[src/hdl/qum_cfg.svh]
// Constants for the quad UART host select and modem pin block
`ifndef QUM_CFG_SVH
`define QUM_CFG_SVH
`define QUM_MCR_DTR_BIT      0
`define QUM_MCR_PRESCALE_BIT 7
`define QUM_MSR_CTS_BIT      4
`define QUM_MSR_DSR_BIT      5
`define QUM_MSR_CD_BIT       7
`define QUM_EFR_AUTOCTS_BIT  7
`define QUM_PRESCALE_DIV     4
`define QUM_MCR_RESET        8'h00
`define QUM_EFR_RESET        8'h00
`define QUM_CHANNELS         4
`define QUM_ADDR_MCR         3'h4
`define QUM_ADDR_MSR         3'h6
`define QUM_ADDR_EFR         3'h2
`endif

[src/hdl/qum_pkg.sv]
// Types for the quad UART host select and modem pin block
package qum_pkg;
   typedef enum logic {QUM_BUS_RW, QUM_BUS_STROBE} qum_bus_mode_t;
endpackage

[src/hdl/qum_top.sv]
// Host channel select, prescale choice and modem pins of a four channel UART
`timescale 1ns/100ps
`default_nettype none
`include "qum_cfg.svh"
module qum_top
   import qum_pkg::*;
#(
   parameter int SMALL_PACKAGE = 0
) (
   input  wire logic       CLK,
   input  wire logic       RESET_N,
   input  wire logic       CLK_EN,
   input  wire logic       BUS_MODE_SEL,
   input  wire logic       SHARED_SELECT_N,
   input  wire logic [1:0] UPPER_CHANNEL_ADDR,
   input  wire logic [1:0] STROBE_SELECT_N_HI,
   input  wire logic       PRESCALE_SELECT_PIN,
   input  wire logic       WRITE_STROBE,
   input  wire logic       READ_STROBE,
   input  wire logic [2:0] REG_ADDR,
   input  wire logic [7:0] HOST_DATA_BUS_IN,
   output var  logic [7:0] HOST_DATA_BUS_OUT,
   output var  logic       HOST_DATA_BUS_OE,
   input  wire logic [3:0] CARRIER_DETECT_N,
   input  wire logic [3:0] CLEAR_TO_SEND_N,
   input  wire logic [3:0] DATA_SET_READY_N,
   output var  logic [3:0] TERMINAL_READY_N,
   output var  logic [3:0] TX_PERMIT,
   output var  logic [3:0] PRESCALE_DIV4,
   output var  logic [3:0] CHANNEL_ACTIVE
);

   // Register offsets inside each channel; every other offset reads as zero
   localparam logic [2:0] ADDR_MCR = `QUM_ADDR_MCR;
   localparam logic [2:0] ADDR_MSR = `QUM_ADDR_MSR;
   localparam logic [2:0] ADDR_EFR = `QUM_ADDR_EFR;

   // Reset release through two stages
   // Assertion acts at once; release waits two edges so no flop sees it mid-edge
   logic rst_s1_ff;
   logic rst_n;
   always_ff @(posedge CLK or negedge RESET_N) begin
      if (!RESET_N) begin
         rst_s1_ff <= 1'b0;
         rst_n     <= 1'b0;
      end else begin
         rst_s1_ff <= 1'b1;
         rst_n     <= rst_s1_ff;
      end
   end

   // Pin synchronisers; first stage feeds only second stage
   logic [14:0] pin_s1_ff;
   logic [14:0] pin_s2_ff;
   logic [14:0] pin_raw;
   assign pin_raw = {BUS_MODE_SEL, SHARED_SELECT_N, UPPER_CHANNEL_ADDR, STROBE_SELECT_N_HI,
                     PRESCALE_SELECT_PIN, CARRIER_DETECT_N, CLEAR_TO_SEND_N};
   // Data-set-ready kept apart; it only ever feeds the status read
   logic [3:0] dsr_s1_ff;
   logic [3:0] dsr_s2_ff;
   always_ff @(posedge CLK or negedge rst_n) begin
      if (!rst_n) begin
         pin_s1_ff <= 15'h7FFF;
         pin_s2_ff <= 15'h7FFF;
         dsr_s1_ff <= 4'hF;
         dsr_s2_ff <= 4'hF;
      end else if (CLK_EN) begin
         pin_s1_ff <= pin_raw;
         pin_s2_ff <= pin_s1_ff;
         dsr_s1_ff <= DATA_SET_READY_N;
         dsr_s2_ff <= dsr_s1_ff;
      end
   end

   // Synchronised pin fields, in the order of the raw vector
   logic       mode_pin;
   logic       cs_sh_n;
   logic [1:0] ua;
   logic [1:0] sel_bc_n;
   logic       presc_pin;
   logic [3:0] cd_n;
   logic [3:0] cts_n;
   assign {mode_pin, cs_sh_n, ua, sel_bc_n, presc_pin, cd_n, cts_n} = pin_s2_ff;

   // Small package is strapped to strobe mode
   qum_bus_mode_t bus_mode;
   assign bus_mode = (SMALL_PACKAGE != 0 || mode_pin) ? QUM_BUS_STROBE : QUM_BUS_RW;

   // Channel decode from select pins
   function automatic logic [3:0] decode_sel(input qum_bus_mode_t m, input logic csn,
                                             input logic [1:0] a, input logic [1:0] bc_n);
      logic [3:0] r;
      r = 4'h0;
      if (m == QUM_BUS_RW) begin
         if (!csn) r[a] = 1'b1;
      end else begin
         // Several selects may be low at once; each channel decodes alone
         r[0] = !csn;
         r[1] = !a[0];
         r[2] = !a[1];
         r[3] = !bc_n[1];
      end
      return r;
   endfunction

   // Combinational decode; its registered copy drives CHANNEL_ACTIVE
   logic [3:0] chan_sel;
   assign chan_sel = decode_sel(bus_mode, cs_sh_n, ua, sel_bc_n);

   // Per channel registers; status is live from the pins, not stored
   logic [7:0] mcr_ff [4];
   logic [7:0] nxt_mcr [4];
   logic [7:0] efr_ff [4];
   logic [7:0] nxt_efr [4];
   logic [7:0] dout_ff;
   logic [7:0] nxt_dout;
   logic       oe_ff;
   logic       nxt_oe;
   logic [3:0] dtr_n_ff;
   logic [3:0] nxt_dtr_n;
   logic [3:0] txp_ff;
   logic [3:0] nxt_txp;
   logic [3:0] div4_ff;
   logic [3:0] nxt_div4;
   logic [3:0] act_ff;
   logic [3:0] nxt_act;

   // Writes, reads and pin-facing outputs for every channel
   // Two channels read at once: the higher index wins the bus data
   always_comb begin
      nxt_dout = 8'h00;
      nxt_oe   = 1'b0;
      for (int i = 0; i < `QUM_CHANNELS; i++) begin
         nxt_mcr[i] = mcr_ff[i];
         nxt_efr[i] = efr_ff[i];
         if (chan_sel[i] && WRITE_STROBE) begin
            if (REG_ADDR == ADDR_MCR) nxt_mcr[i] = HOST_DATA_BUS_IN;
            if (REG_ADDR == ADDR_EFR) nxt_efr[i] = HOST_DATA_BUS_IN;
         end
         if (chan_sel[i] && READ_STROBE) begin
            nxt_oe = 1'b1;
            case (REG_ADDR)
               ADDR_MCR: nxt_dout = mcr_ff[i];
               ADDR_EFR: nxt_dout = efr_ff[i];
               ADDR_MSR: begin
                  nxt_dout[`QUM_MSR_CTS_BIT] = !cts_n[i];
                  nxt_dout[`QUM_MSR_DSR_BIT] = !dsr_s2_ff[i];
                  nxt_dout[`QUM_MSR_CD_BIT]  = !cd_n[i];
               end
               default: nxt_dout = 8'h00;
            endcase
         end
         nxt_dtr_n[i] = !mcr_ff[i][`QUM_MCR_DTR_BIT];
         // Auto flow only; otherwise clear-to-send is pure status
         nxt_txp[i] = efr_ff[i][`QUM_EFR_AUTOCTS_BIT] ? !cts_n[i] : 1'b1;
         // Register bit overrides the pin; small package has no pin
         nxt_div4[i] = mcr_ff[i][`QUM_MCR_PRESCALE_BIT] ||
                       (SMALL_PACKAGE == 0 && !presc_pin);
         nxt_act[i] = chan_sel[i];
      end
   end

   // Register stage; clock enable freezes everything
   always_ff @(posedge CLK or negedge rst_n) begin
      if (!rst_n) begin
         for (int i = 0; i < `QUM_CHANNELS; i++) begin
            mcr_ff[i] <= `QUM_MCR_RESET;
            efr_ff[i] <= `QUM_EFR_RESET;
         end
         dout_ff  <= 8'h00;
         oe_ff    <= 1'b0;
         dtr_n_ff <= 4'hF;
         txp_ff   <= 4'hF;
         div4_ff  <= 4'h0;
         act_ff   <= 4'h0;
      end else if (CLK_EN) begin
         for (int i = 0; i < `QUM_CHANNELS; i++) begin
            mcr_ff[i] <= nxt_mcr[i];
            efr_ff[i] <= nxt_efr[i];
         end
         dout_ff  <= nxt_dout;
         oe_ff    <= nxt_oe;
         dtr_n_ff <= nxt_dtr_n;
         txp_ff   <= nxt_txp;
         div4_ff  <= nxt_div4;
         act_ff   <= nxt_act;
      end
   end

   // Every output straight from its flip-flop
   assign HOST_DATA_BUS_OUT = dout_ff;
   assign HOST_DATA_BUS_OE  = oe_ff;
   assign TERMINAL_READY_N  = dtr_n_ff;
   assign TX_PERMIT         = txp_ff;
   assign PRESCALE_DIV4     = div4_ff;
   assign CHANNEL_ACTIVE    = act_ff;

   // Terminal ready and flow control checks
   chk_dtr_follows_mcr: assert property (@(posedge CLK) disable iff (!rst_n)
      CLK_EN |=> (TERMINAL_READY_N[0] == !$past(mcr_ff[0][`QUM_MCR_DTR_BIT])))
      else $error("terminal ready does not follow control bit");
   chk_dtr_ch3_mcr: assert property (@(posedge CLK) disable iff (!rst_n)
      CLK_EN |=> (TERMINAL_READY_N[3] == !$past(mcr_ff[3][`QUM_MCR_DTR_BIT])))
      else $error("channel D terminal ready does not follow control bit");
   chk_txp_status_only: assert property (@(posedge CLK) disable iff (!rst_n)
      (CLK_EN && !efr_ff[1][`QUM_EFR_AUTOCTS_BIT]) |=> TX_PERMIT[1])
      else $error("clear to send gated without flow control");
   chk_txp_follows_cts: assert property (@(posedge CLK) disable iff (!rst_n)
      (CLK_EN && efr_ff[2][`QUM_EFR_AUTOCTS_BIT]) |=> TX_PERMIT[2] == !$past(cts_n[2]))
      else $error("flow control does not follow clear to send");

   // Channel decode checks
   chk_rw_one_hot: assert property (@(posedge CLK) disable iff (!rst_n)
      (bus_mode == QUM_BUS_RW) |-> $onehot0(chan_sel))
      else $error("more than one channel in read write mode");
   chk_rw_addr_pick: assert property (@(posedge CLK) disable iff (!rst_n)
      (bus_mode == QUM_BUS_RW && !cs_sh_n) |-> chan_sel == (4'h1 << ua))
      else $error("upper address picks the wrong channel");
   chk_rw_csn_gate: assert property (@(posedge CLK) disable iff (!rst_n)
      (bus_mode == QUM_BUS_RW && cs_sh_n) |-> chan_sel == 4'h0)
      else $error("channel selected without shared select");
   chk_strobe_a_sel: assert property (@(posedge CLK) disable iff (!rst_n)
      (bus_mode == QUM_BUS_STROBE) |-> chan_sel[0] == !cs_sh_n)
      else $error("channel A select misdecoded");
   chk_strobe_b_sel: assert property (@(posedge CLK) disable iff (!rst_n)
      (bus_mode == QUM_BUS_STROBE) |-> chan_sel[1] == !ua[0])
      else $error("channel B select misdecoded");
   chk_strobe_c_sel: assert property (@(posedge CLK) disable iff (!rst_n)
      (bus_mode == QUM_BUS_STROBE) |-> chan_sel[2] == !ua[1])
      else $error("channel C select misdecoded");
   chk_strobe_d_sel: assert property (@(posedge CLK) disable iff (!rst_n)
      (bus_mode == QUM_BUS_STROBE) |-> chan_sel[3] == !sel_bc_n[1])
      else $error("channel D select misdecoded");

   // Register write and clock enable checks
   chk_no_write_unsel: assert property (@(posedge CLK) disable iff (!rst_n)
      (CLK_EN && !chan_sel[2]) |=> $stable(mcr_ff[2]))
      else $error("unselected channel register changed");
   chk_efr_hold_unsel: assert property (@(posedge CLK) disable iff (!rst_n)
      (CLK_EN && !chan_sel[0]) |=> $stable(efr_ff[0]))
      else $error("unselected channel feature register changed");
   chk_mcr_write_lands: assert property (@(posedge CLK) disable iff (!rst_n)
      (CLK_EN && chan_sel[1] && WRITE_STROBE && REG_ADDR == ADDR_MCR)
      |=> mcr_ff[1] == $past(HOST_DATA_BUS_IN))
      else $error("selected channel control write lost");
   chk_efr_write_lands: assert property (@(posedge CLK) disable iff (!rst_n)
      (CLK_EN && chan_sel[3] && WRITE_STROBE && REG_ADDR == ADDR_EFR)
      |=> efr_ff[3] == $past(HOST_DATA_BUS_IN))
      else $error("selected channel feature write lost");
   chk_freeze_mcr: assert property (@(posedge CLK) disable iff (!rst_n)
      (!CLK_EN) |=> $stable(mcr_ff[0]) && $stable(TERMINAL_READY_N))
      else $error("state moved while clock enable low");

   // Prescale checks
   chk_prescale_pin: assert property (@(posedge CLK) disable iff (!rst_n)
      (CLK_EN && !mcr_ff[3][`QUM_MCR_PRESCALE_BIT] && SMALL_PACKAGE == 0) |=> PRESCALE_DIV4[3] == !$past(presc_pin))
      else $error("prescale does not follow pin");
   chk_prescale_ovr: assert property (@(posedge CLK) disable iff (!rst_n)
      (CLK_EN && mcr_ff[3][`QUM_MCR_PRESCALE_BIT]) |=> PRESCALE_DIV4[3])
      else $error("prescale override ignored");

   // Host bus and status checks
   chk_cts_status: assert property (@(posedge CLK) disable iff (!rst_n)
      (CLK_EN && chan_sel == 4'h1 && READ_STROBE && REG_ADDR == ADDR_MSR)
      |=> HOST_DATA_BUS_OE && HOST_DATA_BUS_OUT[`QUM_MSR_CTS_BIT] == !$past(cts_n[0]))
      else $error("clear to send status bit wrong");
   chk_dsr_status: assert property (@(posedge CLK) disable iff (!rst_n)
      (CLK_EN && chan_sel == 4'h2 && READ_STROBE && REG_ADDR == ADDR_MSR)
      |=> HOST_DATA_BUS_OUT[`QUM_MSR_DSR_BIT] == !$past(dsr_s2_ff[1]))
      else $error("data set ready status bit wrong");
   chk_cd_status: assert property (@(posedge CLK) disable iff (!rst_n)
      (CLK_EN && chan_sel == 4'h4 && READ_STROBE && REG_ADDR == ADDR_MSR)
      |=> HOST_DATA_BUS_OUT[`QUM_MSR_CD_BIT] == !$past(cd_n[2]))
      else $error("carrier detect status bit wrong");
   chk_unmapped_zero: assert property (@(posedge CLK) disable iff (!rst_n)
      (CLK_EN && chan_sel == 4'h1 && READ_STROBE && REG_ADDR == 3'h7)
      |=> HOST_DATA_BUS_OUT == 8'h00)
      else $error("unmapped offset does not read zero");
   chk_bus_drive_read: assert property (@(posedge CLK) disable iff (!rst_n)
      (CLK_EN && READ_STROBE && chan_sel != 4'h0) |=> HOST_DATA_BUS_OE)
      else $error("data bus not driven on read");
   chk_bus_release: assert property (@(posedge CLK) disable iff (!rst_n)
      (CLK_EN && !READ_STROBE) |=> !HOST_DATA_BUS_OE)
      else $error("data bus driven without read");

   // Synchroniser depth check
   chk_sync_two_stage: assert property (@(posedge CLK) disable iff (!rst_n)
      (rst_n && $past(rst_n) && CLK_EN && $past(CLK_EN))
      |=> cts_n == $past(CLEAR_TO_SEND_N, 2))
      else $error("clear to send not delayed by two stages");

endmodule // qum_top
`default_nettype wire

[config.mk]
export PLATFORM = sky130hd
export DESIGN_NAME = qum_top
export DESIGN_NICKNAME = d
export VERILOG_FILES = /design/src/hdl/qum_pkg.sv /design/src/hdl/qum_top.sv
export VERILOG_INCLUDE_DIRS = /design/src /design/src/hdl
export SDC_FILE = /design/constraint.sdc
export NUM_CORES = 1
export LEC_CHECK = 0
export BUFFER_PORTS_ARGS = -buffer_cell sky130_fd_sc_hd__buf_2
export CAP_MARGIN = 15
export CORE_AREA = 2 2 100 102
export DETAILED_ROUTE_END_ITERATION = 8
export DIE_AREA = 0 0 102 104
export PLACE_DENSITY = 0.79
export SLEW_MARGIN = 10
export SYNTH_ARGS = -nofsm -noshare
export SYNTH_HDL_FRONTEND = slang
export SYNTH_SLANG_ARGS = --single-unit
[constraint.sdc]
create_clock -name CLK -period 11.2 [get_ports CLK]
set_input_delay 1.12 -clock CLK [delete_from_list [all_inputs] [get_ports CLK]]
set_output_delay 1.12 -clock CLK [all_outputs]
set_load 0.03 [all_outputs]
After elaboration in Yosys (flattened, before gate mapping)
Cells that the tools add are included.

Logic and storage cells: 100. Bits of input ports: 35. Output and inout bits: 25. Register bits after elaboration: 129.

Muxes and demuxes: 33. Magnitude comparators: 2. Reduce and logical (&&, ||, !) cells: 42. Equal/unequal tests: 3.

Operators with widths (number): case mux 4 bit (3 select lines) (3); 2-to-1 mux 8 bit (4); case mux 2 bit (3 select lines) (4); AND reduction 3 bit (8); logical NOT 1 bit (21); case mux 1 bit (3 select lines) (7); 2-to-1 mux 1 bit (10); logical AND 1 bit (9); 2-to-1 mux 4 bit (2); case mux 4 bit (2 select lines) (1); == test 3 bit, second input constant (2); logical OR 1 bit (4); == test 3 x 2 -> 1 bit, second input constant (1); < comparator 2 x 3 -> 1 bit, second input constant (1); demux 1 bit (select 2 bit) (1); >= comparator 2 x 1 -> 1 bit, second input constant (1); case mux 1 bit (2 select lines) (1).

Longest topological paths before layout
Gate-level depths: netlist of run 1.

Depth after elaboration: 14. Depth in mapped cells: 7. Depth with buffers taken out: 5.

Worst setup path after synthesis of run 1
OpenSTA, ideal clock, no wires.

Path type: input to register. From: input CLK_EN. To: register efr_ff[24] (netlist bit). Required time: 11.075 ns. Path buffers: 0. Library setup time: 0.125 ns. Setup slack: 8.799 ns. Cell stages on the path: 5. Arrival time: 2.276 ns. Cell sequence: nor2b_1 and3_1 inv_1 nor2_2 mux2_2.

Cells in the longest elaborated chain, start to end: 1.

Ends and longest elaborated chain: start, declared (line qum_top.sv:12) `input wire logic CLK_EN,`; AND reduction 3 bit (no source line); end signal, assigned by index (line qum_top.sv:168) `` efr_ff[i] <= `QUM_EFR_RESET; ``; end signal, assigned by index (line qum_top.sv:179) `efr_ff[i] <= nxt_efr[i];`; end, declared (line qum_top.sv:113) `logic [7:0] efr_ff [4];`.

No other way between the ends. A chain may end at the register's enable or synchronous reset.

Final worst setup path of run 1
From: input CLK_EN. To: register mcr_ff[24] (netlist bit).

Cells in the longest elaborated chain, start to end: 1.

Ends and longest elaborated chain: AND reduction 3 bit (no source line); end signal, assigned by index (line qum_top.sv:167) `` mcr_ff[i] <= `QUM_MCR_RESET; ``; end signal, assigned by index (line qum_top.sv:178) `mcr_ff[i] <= nxt_mcr[i];`; end, declared (line qum_top.sv:111) `logic [7:0] mcr_ff [4];`.

No other way between the ends.

==> results.ini, run 1 <==
[floorplan]
die-width_um=102
floorplan.initialDensity_pct=58.1
num_rows=36
coreArea_um2=9550
die_h_um=104
dieArea_um2=10600
io_pins=60

[setup_path]
worstPathRequired_ns=11.59
timing.reg2reg.setup_slack_ns=8.84
crit_type=in -> reg
reg2reg_depth=4
crit_fanout=65
r2r_end=mcr_ff[20]
critPathArrivalTime_ns=3.63
critPathCaptureType=register
reg2reg_from=pin_s2_ff[12]
worst_setup_path_start_kind=input pin

[global_routing]
grt_pass1_wl_um=19400
gr-total-overflow=0
antenna_found_initial=0
grt_use_total_pct=24.3
first_global_vias=3792
grt_max_degree=80

[finish]
finalNonFillerCells=633
fillers=708
syn_to_final_growth_pct=16.8
diodes=0
multi_input_area_um2=2160
fin_nets=522
drive_gt1_share_pct=47.8
seq_area_um2=3240

[sta]
finalHoldViolations=0
fin_worst_skew_ns=0.00694
clock.fmax_mhz=309
fin_crit_ns=3.24
period_share_pct=28.9
max-slew-margin-rel_pct=34.6
setup_viol=0
rsz0062_at_grt=no
worst_pin_slew_ns=0.981
whs_ns=0.342
finalSetupTns_ns=0
maxSlewViolCount=0

[routing]
via_per_inst=5.86
drc=0
finalWirelength_um=11900
drt_iter0_drc=206
first_pass_iters=5
wl_per_cell_um=18.9
num_vias=3710
ant_nets=0

[outcome]
outcome=finished clean

[worst_hold_path]
hp-class=reg -> async

[synth]
synth.distinct_cells=43
synth-edff-count=0
async_flop_share_pct=100
synthFlopType=dfrtp_1
syn_nets=463
ys_seq_area_share_pct=58.2
netlist_area_um2=5550
synth_top_area_share_pct=37.4
yosysMostFrequentCell=mux2_2
synth_seq_cells=127
yosys.area.top_type=dfrtp_1
syn_inst=428
syn_avg_cell_area_um2=13.0
netlist_top_cells_count=97 x mux2_2, 83 x dfrtp_1, 44 x dfstp_2
yosys_warnings=0
ys_top_cells_by_area=dfrtp_1 37%, dfstp_2 21%, mux2_2 20%

[clock_network]
cts.sinks=127
cts_tree=yes
hold_buffers=0
post_cts_buffers=0
clock_tree.root_cell=clkbuf_8
clock_latency_ns=0.52
clk_pin_slew_ns=0.06
cts_inserted_buffers=17
cts_max_path_buffers=2
cts_resized=0
cts_max_level=4

[place]
numPortBuffers=58
placed_cells=601
gp_congestion=0.772
hpwlAfterDp_um=7490

[job]
max_cap_viol_count=0

[pwr]
swShare_pct=25.9
switching_power_uw=333
ir_drop_uv=90.4
pwr-share-clk_pct=38.6
comb_power_share_pct=14.3
p_seq_share_pct=47.1
leakagePower_uw=0.00288
pwr_density_cell_nw_per_um2=198
intPower_uw=953

[layout make-up]
class,count,share of cell area (%)
sequential,127,49.9
multi-input combinational,264,33.4
clock buffer,25,7.33
timing repair buffer,62,4.94
tap,133,2.57
clock inverter,7,0.965
inverter,15,0.869
[registers in the layout, summed over array words and instances (netlist names)]
signal	count
HOST_DATA_BUS_OUT	8
dsr_s1_ff	4
rst_s1_ff	1
PRESCALE_DIV4	4
mcr_ff	32
pin_s1_ff	14
pin_s2_ff	14
TERMINAL_READY_N	4
dsr_s2_ff	4
TX_PERMIT	4
CHANNEL_ACTIVE	4
efr_ff	32
rst_n	1
HOST_DATA_BUS_OE	1
[worst max-delay path, cell delays in order]
cell and delay (ns):
buf_2 0.08, buf_4 0.56, nor2b_1 0.35, and3_1 0.28, nor2b_1 0.79, mux2_2 0.45
[through the flow]
stage / power, µW / utilization (%) / cell area, µm² / setup slack (ns)
after detailed placement: 794 / 62.3 / 5940 / 7.53
after CTS: 1300 / 67.9 / 6480 / 8.00
after global placement: 780 / 62.3 / 5940 / 7.56
final: 1290 / 67.9 / 6480 / 7.96
after floorplan: 737 / - / 5550 / 7.48
after global routing: 1340 / 67.9 / 6480 / 7.79
[logic make-up after synthesis]
kind of cell | count (synthesis) | synth area share (%)
DFF | 127 | 58.2
muxes | 102 | 20.6
AOI/OAI and AO/OA | 90 | 11.9
and+or+nand+nor | 71 | 6.38
buffers and inverters | 37 | 2.82
other | 1 | 0.0675
[how the worst max path moves through the flow]
stage / from / endpoint / slack, ns
after floorplan: rst_n / CHANNEL_ACTIVE[0] / 7.48
after global placement: CLK_EN / mcr_ff[24] / 7.56
after detailed placement: CLK_EN / mcr_ff[25] / 7.53
after CTS: CLK_EN / mcr_ff[24] / 8.00
after global routing: CLK_EN / mcr_ff[24] / 7.79
final: CLK_EN / mcr_ff[24] / 7.96
[placed cells by master, fill, tap and decap left out, types with 2 or more instances in the layout]
cell type	n
mux2_2	97
dfrtp_1	82
buf_2	58
dfstp_2	44
nand2_1	21
a22oi_1	21
nor2_1	20
clkbuf_16	17
o21ai_0	15
inv_1	14
nor2b_1	11
a22o_1	10
a31oi_1	8
a21oi_1	7
o221ai_1	6
clkbuf_1	6
mux2i_1	5
a2bb2oi_1	5
clkinv_2	5
buf_4	4
and3_1	3
nor3_1	3
o21a_1	3
a211oi_1	3
nor2_2	2
nand3_1	2
a2111o_1	2
nand2b_1	2
nand2_2	2
o211ai_1	2
clkbuf_8	2
[power by group through the flow]
stage	logic, µW	registers, µW	clock network [µW]
2_1_floorplan	119	619	0
5_1_grt	200	617	524
3_3_place_gp	175	605	0
4_1_cts	185	606	504
3_5_place_dp	182	612	0
6_report	184	606	496
[per-layer routing]
metal  vias to the layer above  global-route usage [%]  wire, µm
li1                       1679                       -         -
met1                      1885                    31.9      4950
met2                       124                    38.3      6080
met3                        22                    6.79       645
met4                         0                    9.43       264
met5                         -                       0         0
Power figures use the tool's default switching activity.
==> inputs of run 2 (changes only) <==
--- a/config.mk
+++ b/config.mk
@@ -8,10 +8,10 @@
 export LEC_CHECK = 0
 export BUFFER_PORTS_ARGS = -buffer_cell sky130_fd_sc_hd__buf_2
 export CAP_MARGIN = 15
-export CORE_AREA = 2 2 100 102
+export CORE_AREA = 2 2 101 103
 export DETAILED_ROUTE_END_ITERATION = 8
-export DIE_AREA = 0 0 102 104
-export PLACE_DENSITY = 0.79
+export DIE_AREA = 0 0 103 105
+export PLACE_DENSITY = 0.78
 export SLEW_MARGIN = 10
 export SYNTH_ARGS = -nofsm -noshare
 export SYNTH_HDL_FRONTEND = slang
==> constraint.sdc (replaced) <==
create_clock -name CLK -period 3 [get_ports CLK]
set_input_delay 0.3 -clock CLK [delete_from_list [all_inputs] [get_ports CLK]]
set_output_delay 0.3 -clock CLK [all_outputs]
set_load 0.03 [all_outputs]
==> run 2 against run 1 <==
Critical path depth shrank 2. Setup slack lost 7.2 ns. Combinational power grew to 3.8 times the previous value. Wire length grew 0.96%. Die area grew 2.0%. Sequential share of layout area shrank 1.6 points. Register-to-register slack lost 8.1 ns. Flip-flop and latch count is the same. Clock skew shrank 0.00098 ns. Via count grew 1.6%. Critical path type is now reg -> reg. Critical endpoint is now mcr_ff[17]. Highest routed layer unchanged.
==> results.ini, run 2 (synthesized netlist as in run 1, its figures left out) <==
[sta]
clock.fmax_mhz=442
fin_worst_skew_ns=0.00597
maxSlewViolCount=0
period_share_pct=75.3
fin_crit_ns=2.26
setup_viol=0
rsz0062_at_grt=no
finalSetupTns_ns=0
setup_ws_ns=0.740
max-slew-margin-rel_pct=34.4
worst_pin_slew_ns=0.981
finalHoldViolations=0

[setup_path]
cp_top_family=multiplexers
worstPathRequired_ns=3.40
critPathArrivalTime_ns=2.66
worst_setup_path_start_kind=register
crit_fanout=9
max_stage_delay_ns=0.63
crit_type=reg -> reg
path_buf_inv=0
critPathCaptureType=register
slowest_stage=dfstp_2
crit_chain=nor3_1 > mux2i_1 > nand2b_1 > mux2_2

[finish]
reg.largest.list=efr_ff x32, mcr_ff x32
layout_commonest_cell=mux2_2
diodes=0
fin_area_um2=6700
fin_nets=539
syn_to_final_growth_pct=20.8
final_cell_mix=97 x mux2_2, 82 x dfrtp_1, 58 x buf_2
drive_gt1_share_pct=47.6

[global_routing]
antenna_found_initial=0
first_global_vias=3864
gr-total-overflow=0
grt_pass1_wl_um=19800
grt_max_degree=65
grt_use_total_pct=24.4

[pwr]
pwr_density_cell_nw_per_um2=737
total_power_uw=4940
ir_drop_uv=470
leakagePower_uw=0.00298

[worst_hold_path]
hp-class=in -> reg

[outcome]
outcome=finished clean

[place]
numPortBuffers=58
gp_congestion=0.813
hpwlAfterDp_um=7520
placed_area_um2=5980
post-place-ws_ns=0.690

[clock_network]
cts_max_level=4
cts_resized=0
cts_tree=yes
cts_inserted_buffers=17
clock_tree.root_cell=clkbuf_8
post_cts_buffers=0
cts_max_path_buffers=2
cts.sinks=127
clock_latency_ns=0.51
hold_buffers=13
clk_pin_slew_ns=0.06

[routing]
drt_iter0_drc=161
first_pass_iters=5
wl_per_cell_um=18.6
drc=0
num_vias=3768
finalWirelength_um=12100
ant_nets=0
via_per_inst=5.80

[floorplan]
floorplan.initialDensity_pct=57.6
num_rows=36
coreArea_um2=9640
die_h_um=105
die-width_um=103
io_pins=60
dieArea_um2=10800

[job]
max_cap_viol_count=0

-- run 2: cell types whose count changed in the layout (fill, tap and decap cells not counted) --
cell,previous run,this run
clkbuf_8,2,5
buf_4,4,6
bufinv_16,1,2
clkbuf_1,6,2
clkinv_4,0,2
dlygate4sd3_1,0,14
clkinvlp_4,1,2
clkbuf_16,17,16
buf_12,0,1
clkinv_2,5,3
-- run 2: metrics by stage --
stage	util (%)	cells	hold WS (ns)
CTS	69.4	649	0.00185
finish	69.5	650	0.0237
global placement	62.0	604	0.0843
detailed placement	62.0	604	0.0881
floorplan	-	428	0.00441
global route	69.5	650	0.00284
-- run 2: layer usage --
layer | track usage (%) | share of wire [%] | up-vias
met5 | 0 | 0 | -
li1 | - | - | 1713
met4 | 11.6 | 2.3 | 0
met3 | 6.62 | 4.9 | 22
met1 | 34.2 | 44 | 1906
met2 | 35.3 | 48 | 127
-- run 2: layout make-up --
| class | count | area, µm² |
|---|---|---|
| Tap cell | 133 | 166 |
| Sequential cell | 127 | 3240 |
| Multi-Input combinational cell | 264 | 2160 |
| Clock inverter | 9 | 108 |
| Timing Repair Buffer | 79 | 495 |
| Fill cell | 652 | 2940 |
| Clock buffer | 23 | 477 |
| Inverter | 15 | 56.3 |
-- run 2: worst paths after layout --
check                                    startpoint             endpoint  slack [ns]  cells past startpoint
worst max-delay path                  pin_s2_ff[12]           mcr_ff[17]        0.74                      4
worst min-delay path            CARRIER_DETECT_N[3]         pin_s1_ff[7]        0.02                      2
worst max register to register        pin_s2_ff[12]           mcr_ff[17]        0.74                      4
worst min register to register                rst_n           efr_ff[13]        0.24                      0
max in group asynchronous                     rst_n  TERMINAL_READY_N[0]        1.95                      1
min in group asynchronous                   RESET_N                rst_n        0.10                      2
-- run 2: power by group --
part / internal, µW / total (µW) / switching [µW]
registers: 2070 / 2260 / 191
clock network: 1270 / 1980 / 712
logic: 345 / 704 / 360
total: 3680 / 4940 / 1260
-- run 2: worst reg2reg max path, delay by kind of cell (launching register included) --
family        cells  cell delay (ns)
mux               2             0.91
flops             1             0.63
simple gates      2             0.60
